===== config.mk =====
export PLATFORM = sky130hd
export DESIGN_NAME = ssx_core
export DESIGN_NICKNAME = d
export VERILOG_FILES = /design/src/rtl/ssx_pkg.sv /design/src/rtl/ssx_alu_if.sv /design/src/rtl/ssx_sub_alu.sv /design/src/rtl/ssx_file_mem.sv /design/src/rtl/ssx_core.sv
export SDC_FILE = /design/constraint.sdc
export NUM_CORES = 1
export LEC_CHECK = 0
export BUFFER_PORTS_ARGS = -buffer_cell sky130_fd_sc_hd__buf_2
export CORE_MARGIN = 3
export CORE_UTILIZATION = 46
export CTS_BUF_LIST = sky130_fd_sc_hd__clkbuf_16
export DETAILED_ROUTE_END_ITERATION = 7
export PLACE_DENSITY = 0.65
export SLEW_MARGIN = 20
export SYNTH_ARGS = -nofsm -noshare
export SYNTH_HDL_FRONTEND = slang
export SYNTH_SLANG_ARGS = --single-unit

===== constraint.sdc =====
create_clock -name sys_clk -period 22.8 [get_ports sys_clk]
set_clock_uncertainty 0.1 [all_clocks]
set_input_delay 4.56 -clock sys_clk [delete_from_list [all_inputs] [get_ports sys_clk]]
set_output_delay 4.56 -clock sys_clk [all_outputs]
set_load 0.03 [all_outputs]

===== src/rtl/ssx_pkg.sv =====
package ssx_pkg;
    // instruction word and operand fields
    localparam int INSTR_W = 14;
    localparam int DATA_W = 8;
    localparam int FILE_AW = 7;
    localparam int FILE_DEPTH = 128;
    localparam int DEST_BIT = 7;
    localparam logic [13:0] OP_POWER_DOWN = 14'h0063;
    localparam logic [4:0] OP_LIT_SUB_TOP = 5'h1e;
    localparam logic [5:0] OP_FILE_SUB_TOP = 6'h02;

    // bus map, byte addresses
    localparam int ADDR_W = 12;
    localparam logic [11:0] OFS_INSTR = 12'h000;
    localparam logic [11:0] OFS_ACC = 12'h004;
    localparam logic [11:0] OFS_STATUS = 12'h008;
    localparam logic [11:0] OFS_CTRL = 12'h00c;
    localparam logic [11:0] OFS_WDOG = 12'h010;
    localparam logic [11:0] OFS_FILE_BASE = 12'h200;
    localparam logic [2:0] FILE_WIN_TOP = 3'h1;

    // status and control word layout
    localparam int ST_CARRY = 0;
    localparam int ST_DIGIT = 1;
    localparam int ST_ZERO = 2;
    localparam int ST_PDOWN = 3;
    localparam int ST_TOUT = 4;
    localparam int ST_SLEEP = 5;
    localparam int ST_BUSY = 6;
    localparam int CTRL_WAKE = 0;

    // reset values
    localparam logic [7:0] ACC_RST = 8'h00;
    localparam logic PDOWN_RST = 1'b1;
    localparam logic TOUT_RST = 1'b1;
    localparam logic [7:0] WDOG_CLEAR = 8'h00;
    localparam logic [7:0] WDOG_PRE_CLEAR = 8'h00;

    // axi answers
    localparam logic [1:0] RESP_OKAY = 2'b00;
    localparam logic [1:0] RESP_SLVERR = 2'b10;

    typedef enum logic [2:0] {
        ST_IDLE = 3'b001,
        ST_FETCH = 3'b010,
        ST_EXEC = 3'b100
    } ssx_state_t;
endpackage : ssx_pkg


===== src/rtl/ssx_alu_if.sv =====
`timescale 1ns/100ps
`default_nettype none
interface ssx_alu_if;
    logic [7:0] minuend;
    logic [7:0] subtrahend;
    logic [7:0] diff;
    logic carry;
    logic digit;
    logic zero;
    modport core (output minuend, output subtrahend, input diff, input carry, input digit, input zero);
    modport alu (input minuend, input subtrahend, output diff, output carry, output digit, output zero);
endinterface : ssx_alu_if
`default_nettype wire


===== src/rtl/ssx_sub_alu.sv =====
`timescale 1ns/100ps
`default_nettype none
module ssx_sub_alu (
    ssx_alu_if.alu a
);
    wire logic [8:0] full_sum;
    wire logic [4:0] low_sum;

    // two's complement: minuend + ~subtrahend + 1
    assign full_sum = {1'b0, a.minuend} + {1'b0, ~a.subtrahend} + 9'h001; // see RULE_04
    assign low_sum = {1'b0, a.minuend[3:0]} + {1'b0, ~a.subtrahend[3:0]} + 5'h01;
    assign a.diff = full_sum[7:0];
    assign a.carry = full_sum[8]; // see RULE_06
    assign a.digit = low_sum[4]; // see RULE_09
    assign a.zero = (full_sum[7:0] == 8'h00);
endmodule : ssx_sub_alu
`default_nettype wire


===== src/rtl/ssx_file_mem.sv =====
`timescale 1ns/100ps
`default_nettype none
module ssx_file_mem
    import ssx_pkg::*;
(
    // clock
    input wire logic sys_clk,
    // write port
    input wire logic wr_en,
    input wire logic [6:0] wr_addr,
    input wire logic [7:0] wr_data,
    // read port
    input wire logic [6:0] rd_addr,
    output logic [7:0] rd_data
);
    logic [7:0] mem [FILE_DEPTH];

    always_ff @(posedge sys_clk) begin
        if (wr_en) begin
            mem[wr_addr] <= wr_data;
        end
        rd_data <= mem[rd_addr];
    end
endmodule : ssx_file_mem
`default_nettype wire


===== src/rtl/ssx_core.sv =====
// Summary of operation
// RULE_01: power-down opcode clears the power-down flag and sets the time-out flag.
// RULE_02: power-down also clears the watchdog counter and its prescaler.
// RULE_03: after power-down the core sleeps; no instruction executes until wake-up.
// RULE_04: literal subtract computes literal minus accumulator in two's complement.
// RULE_05: literal subtract writes the accumulator and updates carry, digit carry, zero.
// RULE_06: carry is an inverted borrow: one when difference is zero or positive.
// RULE_07: file subtract computes addressed register minus accumulator, updating all three flags.
// RULE_08: destination bit zero writes the accumulator, one writes the file register.
// RULE_09: digit carry is set unless a borrow leaves the low nibble.
//
// The AXI4-Lite slave port and the register addresses were left to the implementer.
`timescale 1ns/100ps
`default_nettype none
module ssx_core
    import ssx_pkg::*;
(
    // clock and reset
    input wire logic sys_clk,
    input wire logic arst_n,
    // axi write address
    input wire logic s_axi_awvalid,
    output logic s_axi_awready,
    input wire logic [11:0] s_axi_awaddr,
    input wire logic [2:0] s_axi_awprot,
    // axi write data
    input wire logic s_axi_wvalid,
    output logic s_axi_wready,
    input wire logic [31:0] s_axi_wdata,
    input wire logic [3:0] s_axi_wstrb,
    // axi write response
    output logic s_axi_bvalid,
    input wire logic s_axi_bready,
    output logic [1:0] s_axi_bresp,
    // axi read address
    input wire logic s_axi_arvalid,
    output logic s_axi_arready,
    input wire logic [11:0] s_axi_araddr,
    input wire logic [2:0] s_axi_arprot,
    // axi read data
    output logic s_axi_rvalid,
    input wire logic s_axi_rready,
    output logic [31:0] s_axi_rdata,
    output logic [1:0] s_axi_rresp,
    // core state
    output logic sleep_state,
    output logic osc_run
);
    function automatic logic is_power_down(input logic [13:0] op);
        return op == OP_POWER_DOWN;
    endfunction : is_power_down

    function automatic logic is_lit_sub(input logic [13:0] op);
        return op[13:9] == OP_LIT_SUB_TOP;
    endfunction : is_lit_sub

    function automatic logic is_file_sub(input logic [13:0] op);
        return op[13:8] == OP_FILE_SUB_TOP;
    endfunction : is_file_sub

    function automatic logic in_file_win(input logic [11:0] adr);
        return adr[11:9] == FILE_WIN_TOP;
    endfunction : in_file_win

    function automatic logic reg_at(input logic [11:0] adr, input logic [11:0] ofs);
        return adr[11:2] == ofs[11:2];
    endfunction : reg_at

    ssx_state_t state_q;
    ssx_state_t state_d;
    logic [13:0] instr_q;
    logic [7:0] acc_q;
    logic carry_q;
    logic digit_q;
    logic zero_q;
    logic pdown_q;
    logic tout_q;
    logic sleep_q;
    logic [7:0] wdog_q;
    logic [7:0] wdog_pre_q;
    logic bvalid_q;
    logic [1:0] bresp_q;
    logic rvalid_q;
    logic [31:0] rdata_q;
    logic [1:0] rresp_q;
    logic rd_pend_q;

    ssx_alu_if alu_bus ();
    wire logic [7:0] mem_rd_data;
    wire logic [6:0] mem_rd_addr;
    wire logic mem_wr_en;
    wire logic [6:0] mem_wr_addr;
    wire logic [7:0] mem_wr_data;

    // bus handshakes and decode
    wire logic idle = (state_q == ST_IDLE);
    wire logic wr_go = s_axi_awvalid && s_axi_wvalid && s_axi_awready;
    wire logic rd_go = s_axi_arvalid && s_axi_arready;
    wire logic strobe_lo = s_axi_wstrb[0];
    wire logic wr_instr = wr_go && reg_at(s_axi_awaddr, OFS_INSTR) && s_axi_wstrb[1] && strobe_lo;
    wire logic wr_acc = wr_go && reg_at(s_axi_awaddr, OFS_ACC) && strobe_lo;
    wire logic wr_status = wr_go && reg_at(s_axi_awaddr, OFS_STATUS) && strobe_lo;
    wire logic wr_ctrl = wr_go && reg_at(s_axi_awaddr, OFS_CTRL) && strobe_lo;
    wire logic wr_file = wr_go && in_file_win(s_axi_awaddr) && strobe_lo;
    wire logic wr_hit = reg_at(s_axi_awaddr, OFS_INSTR) || reg_at(s_axi_awaddr, OFS_ACC)
        || reg_at(s_axi_awaddr, OFS_STATUS) || reg_at(s_axi_awaddr, OFS_CTRL)
        || in_file_win(s_axi_awaddr);
    wire logic rd_file = rd_go && in_file_win(s_axi_araddr);
    wire logic wake_req = wr_ctrl && s_axi_wdata[CTRL_WAKE];

    // instructions are taken only while idle and awake
    wire logic issue = wr_instr && !sleep_q; // see RULE_03
    wire logic exec = (state_q == ST_EXEC);
    wire logic ex_pdown = exec && is_power_down(instr_q);
    wire logic ex_lit = exec && is_lit_sub(instr_q);
    wire logic ex_file = exec && is_file_sub(instr_q);
    wire logic dest_file = instr_q[DEST_BIT];

    // both write channels are taken together, and never while an instruction runs
    assign s_axi_awready = idle && !bvalid_q && s_axi_wvalid;
    assign s_axi_wready = idle && !bvalid_q && s_axi_awvalid;
    // a pending file read holds arready low until its word is registered
    assign s_axi_arready = idle && !rvalid_q && !rd_pend_q;
    assign s_axi_bvalid = bvalid_q;
    assign s_axi_bresp = bresp_q;
    assign s_axi_rvalid = rvalid_q;
    assign s_axi_rdata = rdata_q;
    assign s_axi_rresp = rresp_q;
    assign sleep_state = sleep_q;
    assign osc_run = !sleep_q; // see RULE_03

    // subtract datapath: literal or file operand minus accumulator
    assign alu_bus.minuend = is_file_sub(instr_q) ? mem_rd_data : instr_q[7:0]; // see RULE_04, RULE_07
    assign alu_bus.subtrahend = acc_q;

    ssx_sub_alu u_alu (
        .a(alu_bus.alu)
    );

    // file port: core owns it outside idle
    assign mem_rd_addr = idle ? s_axi_araddr[8:2] : instr_q[6:0];
    assign mem_wr_en = (ex_file && dest_file) || wr_file; // see RULE_08
    assign mem_wr_addr = idle ? s_axi_awaddr[8:2] : instr_q[6:0];
    assign mem_wr_data = idle ? s_axi_wdata[7:0] : alu_bus.diff;

    ssx_file_mem u_mem (
        .sys_clk(sys_clk),
        .wr_en(mem_wr_en),
        .wr_addr(mem_wr_addr),
        .wr_data(mem_wr_data),
        .rd_addr(mem_rd_addr),
        .rd_data(mem_rd_data)
    );

    // sequencer: file operands need one read cycle
    always_comb begin
        state_d = state_q;
        unique case (state_q)
            ST_IDLE: begin
                if (issue) begin
                    state_d = is_file_sub(s_axi_wdata[13:0]) ? ST_FETCH : ST_EXEC;
                end
            end
            ST_FETCH: begin
                state_d = ST_EXEC;
            end
            ST_EXEC: begin
                state_d = ST_IDLE;
            end
            default: begin
                state_d = ST_IDLE;
            end
        endcase
    end

    always_ff @(posedge sys_clk or negedge arst_n) begin
        if (!arst_n) begin
            state_q <= ST_IDLE;
            instr_q <= 14'h0000;
        end else begin
            state_q <= state_d;
            if (issue) begin
                instr_q <= s_axi_wdata[13:0];
            end
        end
    end

    // accumulator
    always_ff @(posedge sys_clk or negedge arst_n) begin
        if (!arst_n) begin
            acc_q <= ACC_RST;
        end else if (ex_lit || (ex_file && !dest_file)) begin
            acc_q <= alu_bus.diff; // see RULE_05, RULE_08
        end else if (wr_acc) begin
            acc_q <= s_axi_wdata[7:0];
        end
    end

    // arithmetic flags
    always_ff @(posedge sys_clk or negedge arst_n) begin
        if (!arst_n) begin
            carry_q <= 1'b0;
            digit_q <= 1'b0;
            zero_q <= 1'b0;
        end else if (ex_lit || ex_file) begin
            carry_q <= alu_bus.carry; // see RULE_05, RULE_06, RULE_07
            digit_q <= alu_bus.digit; // see RULE_09
            zero_q <= alu_bus.zero;
        end else if (wr_status) begin
            carry_q <= s_axi_wdata[ST_CARRY];
            digit_q <= s_axi_wdata[ST_DIGIT];
            zero_q <= s_axi_wdata[ST_ZERO];
        end
    end

    // power flags and sleep
    // a wake clears only sleep; both power flags keep what power-down left
    always_ff @(posedge sys_clk or negedge arst_n) begin
        if (!arst_n) begin
            pdown_q <= PDOWN_RST;
            tout_q <= TOUT_RST;
            sleep_q <= 1'b0;
        end else if (ex_pdown) begin
            pdown_q <= 1'b0; // see RULE_01
            tout_q <= 1'b1; // see RULE_01
            sleep_q <= 1'b1; // see RULE_03
        end else if (wake_req) begin
            sleep_q <= 1'b0;
        end
    end

    // watchdog counter and prescaler stop with the oscillator
    always_ff @(posedge sys_clk or negedge arst_n) begin
        if (!arst_n) begin
            wdog_pre_q <= WDOG_PRE_CLEAR;
            wdog_q <= WDOG_CLEAR;
        end else if (ex_pdown) begin
            wdog_pre_q <= WDOG_PRE_CLEAR; // see RULE_02
            wdog_q <= WDOG_CLEAR; // see RULE_02
        end else if (!sleep_q) begin
            wdog_pre_q <= wdog_pre_q + 8'h01;
            if (wdog_pre_q == 8'hff) begin
                wdog_q <= wdog_q + 8'h01;
            end
        end
    end

    // write response
    always_ff @(posedge sys_clk or negedge arst_n) begin
        if (!arst_n) begin
            bvalid_q <= 1'b0;
            bresp_q <= RESP_OKAY;
        end else if (wr_go) begin
            bvalid_q <= 1'b1;
            bresp_q <= wr_hit ? RESP_OKAY : RESP_SLVERR;
        end else if (s_axi_bready) begin
            bvalid_q <= 1'b0;
        end
    end

    // read data: registers at once, file window one cycle later
    logic [31:0] status_word;
    always_comb begin
        status_word = 32'h00000000;
        status_word[ST_CARRY] = carry_q;
        status_word[ST_DIGIT] = digit_q;
        status_word[ST_ZERO] = zero_q;
        status_word[ST_PDOWN] = pdown_q;
        status_word[ST_TOUT] = tout_q;
        status_word[ST_SLEEP] = sleep_q;
        status_word[ST_BUSY] = !idle;
    end
    wire logic rd_instr = reg_at(s_axi_araddr, OFS_INSTR);
    wire logic rd_acc = reg_at(s_axi_araddr, OFS_ACC);
    wire logic rd_status = reg_at(s_axi_araddr, OFS_STATUS);
    wire logic rd_ctrl = reg_at(s_axi_araddr, OFS_CTRL);
    wire logic rd_wdog = reg_at(s_axi_araddr, OFS_WDOG);
    wire logic rd_hit = rd_instr || rd_acc || rd_status || rd_ctrl || rd_wdog;
    wire logic [31:0] reg_word = rd_instr ? {18'h00000, instr_q}
        : rd_acc ? {24'h000000, acc_q}
        : rd_status ? status_word
        : rd_wdog ? {24'h000000, wdog_q}
        : 32'h00000000;

    always_ff @(posedge sys_clk or negedge arst_n) begin
        if (!arst_n) begin
            rvalid_q <= 1'b0;
            rdata_q <= 32'h00000000;
            rresp_q <= RESP_OKAY;
            rd_pend_q <= 1'b0;
        end else if (rd_file) begin
            rd_pend_q <= 1'b1;
        end else if (rd_pend_q) begin
            rd_pend_q <= 1'b0;
            rvalid_q <= 1'b1;
            rdata_q <= {24'h000000, mem_rd_data};
            rresp_q <= RESP_OKAY;
        end else if (rd_go) begin
            rvalid_q <= 1'b1;
            rdata_q <= reg_word;
            rresp_q <= rd_hit ? RESP_OKAY : RESP_SLVERR;
        end else if (s_axi_rready) begin
            rvalid_q <= 1'b0;
        end
    end
endmodule : ssx_core
`default_nettype wire


==> impl_metrics.csv <==
group,metric,value,unit
run_status,status,"completed",
sta,setup_viol,0,
power,power_frac_seq,0.531,
detailed_routing,avgRoutedWirePerCell,25.49,um
synthesis,ys.flop_type,"edfxtp_1",
setup_path,reg2reg_setup_slack,17.34,ns
clock_network,cts_resized,0,
setup_path,path_class,"in2out",
power,p_int,3.235,mW
clock_network,cts_buffers,111,
place,hpwl,71000,um
run,drv_cap,0,
cells_and_area,drive_above_1_share,0.1122,
clock_network,post_cts_buffers,0,
grt,use_met3,0.03797,
clock_network,cts_hold_buf,0,
setup_path,critPathRequiredTime,18.14,ns
synthesis,synth-seq-cells,1097,
sta,min_period_over_period,0.4256,
grt,busiest_layer,"met2",
setup_path,timing.rr.start,"state_q[0]",
clock_network,insertion_delay,0.69,ns
clock_network,clkSlewWorstSetupHoldPaths,0.06,ns
clock_network,cts_root_buf,"clkbuf_16",
place,place_congestion,0.9221,
synthesis,synth_warnings,0,
detailed_routing,vias,27970,
die,initial_core_util,0.4673,
setup_path,endpoint,"s_axi_awready",
sta,fmax,0.1031,GHz
power,clkPwrFrac,0.413,
synthesis,seq_area_frac_synth,0.7275,
grt,use_met2,0.3629,
detailed_routing,ant_nets,0,
power,p_per_area,83.79,nW/um2
clock_network,clock_sinks,1097,
cells_and_area,multi_input_area,11340,um2
clock_network,h-tree-depth,3,
min_path,min_path_type,"reg2reg",
synthesis,async_flop_share,0.05925,
die,row_count,113,
die,die_area,101000,um2
detailed_routing,wl,119500,um
cells_and_area,fillers,7855,
setup_path,setup.worst_path.start_class,"primary input",
sta,final_max_slew_viol_count,0,
power,p_switching,935.4,uW
synthesis,syn_area,44730,um2
synthesis,syn_inst,3280,
sta,tns,0,ns
cells_and_area,layout.area.seq,32540,um2
place,port_buffers,65,
detailed_routing,drc_errors,0,
detailed_routing,viasPerCell,5.965,
power,power_frac_comb,0.055,
cells_and_area,syn2layout_area_growth,11.27,%
die,core-area,95720,um2
sta,worst_slew_pin_slew,1.136,ns
sta,relSlewSlack,0.2411,
die,die_w,317.8,um
setup_path,startpoint,"s_axi_wvalid",
cells_and_area,final_nets,3411,
power,swShare,0.2243,
synthesis,synth_cell_type_count,77,
power,p_leak,17.10,nW
synthesis,synth-edff-count,1024,
grt,grt_pass1_wl,175700,um
power,ir_drop,0.00006139,V
sta,hold_violations,0,
grt,grt_pass1_vias,26510,
setup_path,cp-end-kind,"output port",
cells_and_area,fin_util,0.5199,
setup_path,r2r_cells,11,
die,io_pins,116,
grt,grt_max_degree,175,
grt,antenna_found_initial,5,
detailed_routing,drtIter0Drc,3401,
detailed_routing,dr.pass1.iters,6,
setup_path,r2r_end,"u_mem.rd_data[4]",
clock_network,cts_tree,"built",
die,fp.dieH,317.8,um
grt,gr-usage-all-layers,0.2320,
sta,rsz0062_at_grt,"no",
grt,overflow,0,
setup_path,arrival,5.04,ns
grt,use_met1,0.3272,
synthesis,avgSynthCellArea,13.64,um2
setup_path,crit_fanout,2,
sta,finalCriticalPeriod,9.704,ns
clock_network,clockBufferDepth,3,
area by class of cell:
class | instances | share of cell area
sequential | 1097 | 0.6538
timing repair buffer | 117 | 0.01579
inverter | 17 | 0.001282
clock inverter | 93 | 0.01189
multi-input combinational | 1983 | 0.2279
antenna | 3 | 0.0001508
tap | 1265 | 0.03180
clock buffer | 114 | 0.05732
worst min-delay path by stage:
stage / start / to / cells past startpoint
2_1_floorplan: u_mem.rd_data[4] / s_axi_rdata[4] / 2
3_3_place_gp: s_axi_rdata[12] / s_axi_rdata[12] / 2
3_5_place_dp: s_axi_rdata[12] / s_axi_rdata[12] / 2
4_1_cts: s_axi_rdata[12] / s_axi_rdata[12] / 2
5_1_grt: pdown_q / pdown_q / 1
6_report: s_axi_rdata[12] / s_axi_rdata[12] / 2
placed cells by master (no fill, tap or decap), types with 8 or more instances in the layout:
master     count
a2111oi_0     11
a21oi_1       98
a22o_1        10
a22oi_1       25
a311oi_1      14
a31oi_1       63
and3_1        37
and4_1        12
buf_2         65
buf_4         47
clkbuf_16    114
clkinv_1      33
clkinv_2      20
conb_1        20
dfrtp_1       63
dfxtp_1        8
edfxtp_1    1024
ha_1          10
inv_1         43
mux2_2        24
mux2i_1       66
mux4_2        51
nand2_1      785
nand3_1      294
nand3b_1       9
nand4_1       16
nor2_1       185
nor2b_1        8
nor3_1        12
o21ai_0       27
o221ai_1      21
o22ai_1       17
or2_2          8
or4_1         12
xor2_1        12
power groups by stage:
stage                     registers [mW]  logic (mW)  clock network (mW)
after floorplan                     2.27       0.131                   0
after global placement              2.26       0.226                   0
after detailed placement            2.26       0.228                   0
after CTS                           2.21       0.229                1.74
after global routing                2.21       0.246                1.82
final                               2.22       0.231                1.72
routing by layer:
layer  part of all wire  vias up
li1                   -    12300
met1               0.40    13930
met2               0.47     1493
met3              0.092      250
met4              0.037        0
met5                  0        -
stage by stage:
step	worst slack (ns)	instances	area, um2	hold slack [ns]	total power [mW]
final	13.10	4689	49770	0.3764	4.170
after global routing	13.07	4688	49760	0.3926	4.282
after CTS	13.10	4685	49730	0.3749	4.189
after detailed placement	13.11	4478	46290	0.3615	2.486
after global placement	13.12	4478	46290	0.3539	2.483
after floorplan	12.85	3299	44800	0.3327	2.401
kinds of logic after synthesis:
| kind of cell | Yosys count | share of synthesized area |
|---|---|---|
| adders and majority gates | 11 | 0.003245 |
| DFF | 1097 | 0.7275 |
| AOI/OAI and AO/OA | 356 | 0.05357 |
| muxes | 151 | 0.04907 |
| buffers and inverters | 219 | 0.02465 |
| xor gates and xnor gates | 18 | 0.003525 |
| and+or+nand+nor | 1427 | 0.1383 |
| other | 1 | 0.00008384 |
Yosys cell counts (all sizes together) (27+ instances only):
| cell | n | area (um2) |
|---|---|---|
| a21oi | 100 | 500.5 |
| a31oi | 63 | 394.1 |
| and3 | 37 | 231.5 |
| clkbuf | 73 | 275.3 |
| nor2 | 189 | 711.9 |
| mux2i | 73 | 742.0 |
| nand3 | 297 | 1486 |
| edfxtp | 1024 | 30750 |
| mux2 | 27 | 304.0 |
| dfrtp | 63 | 1577 |
| mux4 | 51 | 1149 |
| o21ai | 29 | 145.1 |
| buf | 129 | 763.2 |
| nand2 | 791 | 2979 |
state kept, by name, indices dropped and copies added (netlist names), 3 cells and up:
register	cells
u_mem.mem	1024
instr_q	14
s_axi_rdata	14
acc_q	8
u_mem.rd_data	8
wdog_pre_q	8
wdog_q	8
state_q	3
worst max-delay path, stage by stage:
cell and delay (ns):
buf_2 0.08, nor3b_1 0.17, buf_2 0.23
Power figures use the tool's default switching activity.
